File: src/rtl/ccc0_pkg.sv
// Constants, register map and carrier types for the CAN mode control zero block.
// Assumes one 25 MHz bus clock shared by the bus slave and the protocol engine.
package ccc0_pkg;

  localparam logic [7:0] CCC0_OFS_CTL0  = 8'h00;
  localparam logic [7:0] CCC0_OFS_CTL1  = 8'h04;
  localparam logic [7:0] CCC0_OFS_TIMER = 8'h08;

  localparam int CCC0_BIT_FRAME = 7;
  localparam int CCC0_BIT_RECEIVER_ACTIVE_STATUS = 6;
  localparam int CCC0_BIT_SWAIT = 5;
  localparam int CCC0_BIT_SYNC  = 4;
  localparam int CCC0_BIT_TIMER = 3;
  localparam int CCC0_BIT_WAKE  = 2;
  localparam int CCC0_BIT_SLEEP = 1;
  localparam int CCC0_BIT_INIT  = 0;

  localparam int CCC0_BIT_INIT_ACK  = 0;
  localparam int CCC0_BIT_SLEEP_ACK = 1;
  localparam int CCC0_BIT_WAKE_FLAG = 2;

  localparam logic       CCC0_RST_INIT  = 1'b1;
  localparam logic [3:0] CCC0_TS_BYTE_HI = 4'he;
  localparam logic [3:0] CCC0_TS_BYTE_LO = 4'hf;
  localparam logic       CCC0_RECESSIVE  = 1'b1;

  typedef struct packed {
    logic frame_received;
    logic receiving;
    logic synced;
    logic bit_tick;
    logic msg_acked;
    logic bus_idle;
    logic tx_empty;
    logic tx_bit;
  } ccc0_engine_t;

  typedef struct packed {
    logic [2:0]  sync;
    logic        rx_level;
    logic        frame_flag;
    logic        rx_act;
    logic        stop_in_wait;
    logic        synced;
    logic        timer_en;
    logic        wake_en;
    logic        sleep_req;
    logic        init_req;
    logic        init_ack;
    logic        sleep_ack;
    logic        wake_flag;
    logic        wake_latched;
    logic [15:0] timer;
    logic        ts_pend;
    logic [7:0]  ts_lo;
    logic        buf_wr;
    logic [3:0]  buf_addr;
    logic [7:0]  buf_data;
    logic        tx_pin;
    logic        clk_en;
    logic        dp_write;
    logic [7:0]  dp_addr;
    logic [31:0] hrdata;
  } ccc0_state_t;

endpackage : ccc0_pkg

File: src/rtl/ccc0_ctl.sv
// Mode control zero register, init and sleep handshakes, time stamp and pin guard.
// Assumes an AHB-Lite master on hclk and a protocol engine on the same clock.
//
// Decided for this implementation: register access over AHB-Lite and the register addresses.
`timescale 1ns/10ps
module ccc0_ctl
  import ccc0_pkg::*;
(
  input  wire logic         hclk,
  input  wire logic         hresetn,
  input  wire logic         hsel,
  input  wire logic [31:0]  haddr,
  input  wire logic [1:0]   htrans,
  input  wire logic         hwrite,
  input  wire logic [2:0]   hsize,
  input  wire logic [31:0]  hwdata,
  input  wire logic         hready,
  output logic              hreadyout,
  output logic              hresp,
  output logic [31:0]       hrdata,
  input  wire ccc0_engine_t engine,
  input  wire logic         wait_mode,
  input  wire logic         stop_mode,
  input  wire logic         can_receive_pin,
  output logic              can_transmit_pin,
  output logic              engine_abort,
  output logic              sleep_mode,
  output logic              bus_if_clock_enable,
  output logic              buf_wr,
  output logic [3:0]        buf_addr,
  output logic [7:0]        buf_data
);

  ccc0_state_t s;
  ccc0_state_t n;

  function automatic logic [31:0] ccc0_read(input ccc0_state_t st, input logic [7:0] a);
    logic [31:0] d;
    d = 32'h0000_0000;
    case (a)
      CCC0_OFS_CTL0: begin
        d[CCC0_BIT_FRAME] = st.frame_flag;
        d[CCC0_BIT_RECEIVER_ACTIVE_STATUS] = st.rx_act;
        d[CCC0_BIT_SWAIT] = st.stop_in_wait;
        d[CCC0_BIT_SYNC]  = st.synced;
        d[CCC0_BIT_TIMER] = st.timer_en;
        d[CCC0_BIT_WAKE]  = st.wake_en;
        d[CCC0_BIT_SLEEP] = st.sleep_req;
        d[CCC0_BIT_INIT]  = st.init_req;
      end
      CCC0_OFS_CTL1: begin
        d[CCC0_BIT_INIT_ACK]  = st.init_ack;
        d[CCC0_BIT_SLEEP_ACK] = st.sleep_ack;
        d[CCC0_BIT_WAKE_FLAG] = st.wake_flag;
      end
      CCC0_OFS_TIMER: d[15:0] = st.timer;
      default: d = 32'h0000_0000;
    endcase
    return d;
  endfunction : ccc0_read

  always_comb begin
    logic in_init;
    logic [31:0] w;
    in_init = s.init_req & s.init_ack;
    w = hwdata;
    n = s;
    n.buf_wr = 1'b0;
    // Only the second and third stages are compared, so a glitch must last two cycles.
    n.sync = {s.sync[1:0], can_receive_pin};
    if (s.sync[1] == s.sync[2]) begin
      n.rx_level = s.sync[2];
    end

    if (s.dp_write) begin
      case (s.dp_addr)
        CCC0_OFS_CTL0: begin
          if (!in_init) begin
            if (w[CCC0_BIT_FRAME]) begin
              n.frame_flag = 1'b0;
            end
            n.stop_in_wait = w[CCC0_BIT_SWAIT];
            n.timer_en     = w[CCC0_BIT_TIMER];
            n.wake_en      = w[CCC0_BIT_WAKE];
            // Sleep cannot be requested while a wake-up is pending nor withdrawn early.
            if (w[CCC0_BIT_SLEEP] && !s.wake_flag) begin
              n.sleep_req = 1'b1;
            end else if (!w[CCC0_BIT_SLEEP] && (s.sleep_ack || !s.sleep_req)) begin
              n.sleep_req = 1'b0;
            end
          end
          if (w[CCC0_BIT_INIT]) begin
            n.init_req = 1'b1;
          end else if (s.init_ack) begin
            n.init_req = 1'b0;
          end
        end
        CCC0_OFS_CTL1: begin
          if (w[CCC0_BIT_WAKE_FLAG]) begin
            n.wake_flag = 1'b0;
          end
        end
        default: ;
      endcase
    end

    if (s.init_req && !s.init_ack) begin
      n.init_ack = 1'b1;
    end else if (!s.init_req && s.init_ack) begin
      n.init_ack = 1'b0;
    end

    if (s.sleep_req && !s.sleep_ack && engine.bus_idle && engine.tx_empty && !in_init) begin
      n.sleep_ack    = 1'b1;
      n.wake_latched = s.wake_en;
    end else if (!s.sleep_req && s.sleep_ack) begin
      n.sleep_ack = 1'b0;
    end

    // Dominant level on the bus counts as traffic; the wake flag wins over its clear.
    if (s.sleep_ack && s.sleep_req && s.wake_latched && !s.rx_level) begin
      n.sleep_req = 1'b0;
      n.wake_flag = 1'b1;
    end

    if (engine.frame_received) begin
      n.frame_flag = 1'b1;
    end
    n.rx_act = engine.receiving;
    n.synced = engine.synced & ~n.init_req;

    if (!n.timer_en) begin
      n.timer = 16'h0000;
    end else if (engine.bit_tick) begin
      n.timer = s.timer + 16'h0001;
    end

    // The stamp goes out as two byte writes, high byte first.
    if (engine.msg_acked && s.timer_en) begin
      n.buf_wr   = 1'b1;
      n.buf_addr = CCC0_TS_BYTE_HI;
      n.buf_data = s.timer[15:8];
      n.ts_lo    = s.timer[7:0];
      n.ts_pend  = 1'b1;
    end else if (s.ts_pend) begin
      n.buf_wr   = 1'b1;
      n.buf_addr = CCC0_TS_BYTE_LO;
      n.buf_data = s.ts_lo;
      n.ts_pend  = 1'b0;
    end

    if (n.init_req && n.init_ack) begin
      n.frame_flag   = 1'b0;
      n.rx_act       = 1'b0;
      n.stop_in_wait = 1'b0;
      n.synced       = 1'b0;
      n.timer_en     = 1'b0;
      n.timer        = 16'h0000;
      n.ts_pend      = 1'b0;
    end

    if ((wait_mode && n.stop_in_wait) || stop_mode || n.init_req || s.sleep_ack) begin
      n.tx_pin = CCC0_RECESSIVE;
    end else begin
      n.tx_pin = engine.tx_bit;
    end
    n.clk_en = ~(wait_mode & n.stop_in_wait);

    if (hready) begin
      n.dp_write = hsel & htrans[1] & hwrite;
      n.dp_addr  = haddr[7:0];
      // Read data are taken from the next state so a read right after a write sees it.
      if (hsel && htrans[1] && !hwrite) begin
        n.hrdata = ccc0_read(n, haddr[7:0]);
      end
    end
  end

  always_ff @(posedge hclk or negedge hresetn) begin
    if (!hresetn) begin
      s          <= '0;
      s.sync     <= 3'b111;
      s.rx_level <= CCC0_RECESSIVE;
      s.init_req <= CCC0_RST_INIT;
      s.init_ack <= CCC0_RST_INIT;
      s.tx_pin   <= CCC0_RECESSIVE;
      s.clk_en   <= 1'b1;
    end else begin
      s <= n;
    end
  end

  assign hreadyout           = 1'b1;
  assign hresp               = 1'b0;
  assign hrdata              = s.hrdata;
  assign can_transmit_pin    = s.tx_pin;
  assign engine_abort        = s.init_req;
  assign sleep_mode          = s.sleep_ack;
  assign bus_if_clock_enable = s.clk_en;
  assign buf_wr              = s.buf_wr;
  assign buf_addr            = s.buf_addr;
  assign buf_data            = s.buf_data;

endmodule : ccc0_ctl

File: config.mk
export PLATFORM = sky130hd
export DESIGN_NAME = ccc0_ctl
export DESIGN_NICKNAME = d
export VERILOG_FILES = /design/src/rtl/ccc0_pkg.sv /design/src/rtl/ccc0_ctl.sv
export SDC_FILE = /design/constraint.sdc
export NUM_CORES = 1
export LEC_CHECK = 0
export ABC_AREA = 1
export ABC_CLOCK_PERIOD_IN_PS = 3100
export BUFFER_PORTS_ARGS = -buffer_cell sky130_fd_sc_hd__buf_2
export CORE_ASPECT_RATIO = 0.7
export CORE_MARGIN = 2
export CORE_UTILIZATION = 30
export DETAILED_ROUTE_END_ITERATION = 6
export HOLD_SLACK_MARGIN = 0.1
export PLACE_DENSITY = 0.57
export SLEW_MARGIN = 10
export SYNTH_ARGS = -nofsm -noshare
export SYNTH_HDL_FRONTEND = slang
export SYNTH_SLANG_ARGS = --single-unit
File: constraint.sdc
create_clock -name hclk -period 3.1 [get_ports hclk]
set_input_delay 0.155 -clock hclk [delete_from_list [all_inputs] [get_ports hclk]]
set_output_delay 0.155 -clock hclk [all_outputs]
set_load 0.03 [all_outputs]
==> reports/results.tsv <==
stage	metric	value	unit
detailed_routing	DRT antenna net count	0	
detailed_routing	vias per inst	4.40	
yosys	number of synthesis warnings	0	
min_path	Worst Hold Launch	hwdata[5]	
setup_path	most used cell, CP	nand2_1	
layout	Fillers	1296	
min_path	hold path depth	3	
timing	fin crit share	0.659	
setup_path	Setup crit start kind	flop	
timing	Highest Clock Rate	490	MHz
floorplanning	I/O Pins	136	
grt	Total Routing Usage GR	0.135	
cts	clk root buf	clkbuf_16	
yosys	Synth top area share	0.448	
timing	RSZ-0062 raised after global routing	no	
timing	Least-Margin Pin Slew	972	ps
detailed_routing	First DRT Iteration DRCs	182	
power	P_leak	2.26	nW
setup_path	Worst Path Buf+Inv	2	
floorplanning	Floorplan Core Area	12500	µm²
detailed_routing	DR vias	2889	
timing	Max Slew Vio Count	0	
yosys	asr flop ratio synth	1.00	
job	max_cap viols	0	
floorplanning	FP Rows	34	
setup_path	CP max-delay cell	dlygate4sd3_1	
setup_path	Crit path arrival time	2300	ps
grt	vias in the first global route	2828	
placement	DP Wirelength	6370	µm
timing	Final setup viols	0	
layout	Ant. Diodes	0	
placement	GP Congestion	0.861	
yosys	Mapped Area	3850	µm²
yosys	Synth area leaders	dfrtp_1, buf_4, nand2_1, dfstp_2, inv_1	
cts	CTS max path bufs	2	
setup_path	crit-path max FO	6	
yosys	Mapped Cells	436	
cts	# clock sinks	77	
yosys	Post-synth EDFFs	0	
power	Peak VDD IR	0.259	mV
layout	area grow syn2layout	18.8	%
detailed_routing	Routed wire per std cell	13.2	µm
setup_path	delay-heaviest family, CP	simple AND/OR/NAND/NOR gates	
run_status	status	finished, final reports clean	
timing	Final Skew	10.0	ps
timing	Hold Vio Cnt, Final	0	
yosys	Synth cell types	40	
setup_path	R2R Setup Slk	1060	ps
grt	global-route wire length before repair	14400	µm
floorplanning	die width	139	µm
timing	hold slack	120	ps
setup_path	Crit Path Class	flop to flop	
setup_path	Req. time, crit path	3360	ps
cts	CTS tree	yes	
cts	H-tree depth	3	
layout	nets	575	
setup_path	CP endpoint kind	flop	
min_path	Worst Hold Class	input pin to flop	
detailed_routing	residual DRC count	0	
timing	Slew HR	0.352	
floorplanning	die area	13800	µm²
yosys	Synth Register Bits	77	
cts	cts bufs inserted	9	
setup_path	worst-case reg-to-reg path depth	9	
yosys	Synth area leader	dfrtp_1	
grt	initial antenna violation count	0	
detailed_routing	1st-pass router iterations	5	
detailed_routing	Detailed Route WL	8630	µm
yosys	ys flop type	dfrtp_1	
layout	share of cells above drive strength 1	0.251	
cts	clk_lat worst skew	340	ps
placement	buffers added on ports	63	
yosys	sequential fraction of the synthesis area	0.503	
yosys	Mean Syn Cell Area	8.83	µm²
grt	grt ovf	0	
setup_path	CP max stage delay	570	ps
cts	post_cts resized	0	
setup_path	CP cell instances	nor2_1, nand2_1, nor2_4, nand3_2, nand2_1, inv_1, nor3_1, dlygate4sd3_1, nand3_1	
grt	largest net degree at the start of global routing	78	
floorplanning	Chip Height	98.8	µm
setup_path	FF-to-FF End	can_transmit_pin	
min_path	WHS Endpoint	s[90]	
setup_path	worst r2r src	s[37]	
floorplanning	initial core utilization	0.309	
timing	Fin Setup TNS	0	ps
timing	Tmin final	2040	ps
cts	Clock transition at path regs	60	ps
power	PD cells	632	nW/µm²
-- final cells by class --
class	instances	area, µm²	area share
well taps	162	203	0.0443
multi-input cells	268	1390	0.304
inverters	55	211	0.0462
clock inverters	4	120	0.0263
flip-flops and latches	77	1940	0.423
clock buffers	12	246	0.0539
repair buffers	78	465	0.102
-- placed cells by master, fill, tap and decap left out, types with 12 or more instances in the layout --
cell type      Yosys  routed
inv_1             51      51
dfrtp_1           69      69
nand2_1           92      92
nand3_1           24      24
buf_2              1      62
o21ai_0           17      17
conb_1             2      18
nand4_1           12      12
nor2_1            32      32
dlygate4sd3_1      0      14
-- worst max-delay path by stage --
stage | start | end | depth (start not counted)
2_1_floorplan | engine_abort | hrdata[12] | 8
3_3_place_gp | engine_abort | hrdata[13] | 8
3_5_place_dp | engine_abort | hrdata[12] | 8
4_1_cts | s[37] | can_transmit_pin | 9
5_1_grt | s[37] | can_transmit_pin | 9
6_report | s[37] | can_transmit_pin | 9
-- stage by stage --
step                      worst slack, ps  cells  area, µm²   util  power (W)
after floorplan                      1520    452       3910      -    0.00152
after global placement               1370    626       4070  0.326    0.00161
after global routing                  920    656       4580  0.367    0.00304
after CTS                            1100    656       4580  0.367    0.00293
final                                1060    656       4580  0.367    0.00289
after detailed placement             1370    626       4070  0.326    0.00162
-- state kept, by name (all words and copies together), names as in the netlist --
register and flops:
can_transmit_pin 1, engine_abort 1, bus_if_clock_enable 1, n 2
sleep_mode 1, s 44, buf_addr 2, buf_data 8
hrdata 16, buf_wr 1
-- Yosys cell counts (2+ instances only) --
| master | instances |
|---|---|
| o211ai_1 | 3 |
| mux2_2 | 2 |
| o21ai_2 | 3 |
| nor2_4 | 3 |
| nor2_1 | 32 |
| nand3_1 | 24 |
| conb_1 | 2 |
| nand2_1 | 92 |
| o21ai_0 | 17 |
| nor2_2 | 4 |
| a21oi_1 | 5 |
| o21ai_1 | 5 |
| clkbuf_1 | 5 |
| dfrtp_1 | 69 |
| dfstp_2 | 8 |
| a21oi_2 | 4 |
| nor3_1 | 7 |
| nand3_2 | 3 |
| nor3_4 | 2 |
| nand2_2 | 9 |
| inv_1 | 51 |
| inv_2 | 3 |
| xor2_1 | 6 |
| buf_4 | 46 |
| nand4_1 | 12 |
| o221ai_1 | 5 |
-- cells by family after synthesis --
kind of cell               synth area share
AOI/OAI and AO/OA                    0.0699
buffers and inverters                 0.151
other                               0.00195
xor gates and xnor gates             0.0159
and+or+nand+nor                       0.247
DFF                                   0.503
adders and majority gates           0.00585
muxes                               0.00585
-- worst register-to-register path, stage by stage (launching register included) --
cell and delay (ps):
dfrtp_1 380, nor2_1 110, nand2_1 140, nor2_4 180, nand3_2 110, nand2_1 160
inv_1 110, nor3_1 130, dlygate4sd3_1 570, nand3_1 70
-- power breakdown --
part	switching, W	total, W	internal (W)	leakage [nW]
combinational	0.000342	0.000466	0.000124	1.08
sequential	0.0000458	0.00115	0.00110	0.999
clock	0.000390	0.00128	0.000890	0.177
total	0.000777	0.00289	0.00212	2.26
-- per-layer routing --
metal	vias to the layer above	global-route usage	routed length [µm]
met4	0	0.0490	135
met3	11	0.0471	686
li1	1440	-	-
met2	73	0.186	3510
met5	-	0	0
met1	1365	0.195	4300
-- repair_timing --
item | in CTS | in global routing
hold buffers | 14 | 0
hold endpoints to repair | 81 | 0
buffers inserted | 0 | 0
No activity file was read; power rests on OpenSTA's default activity.
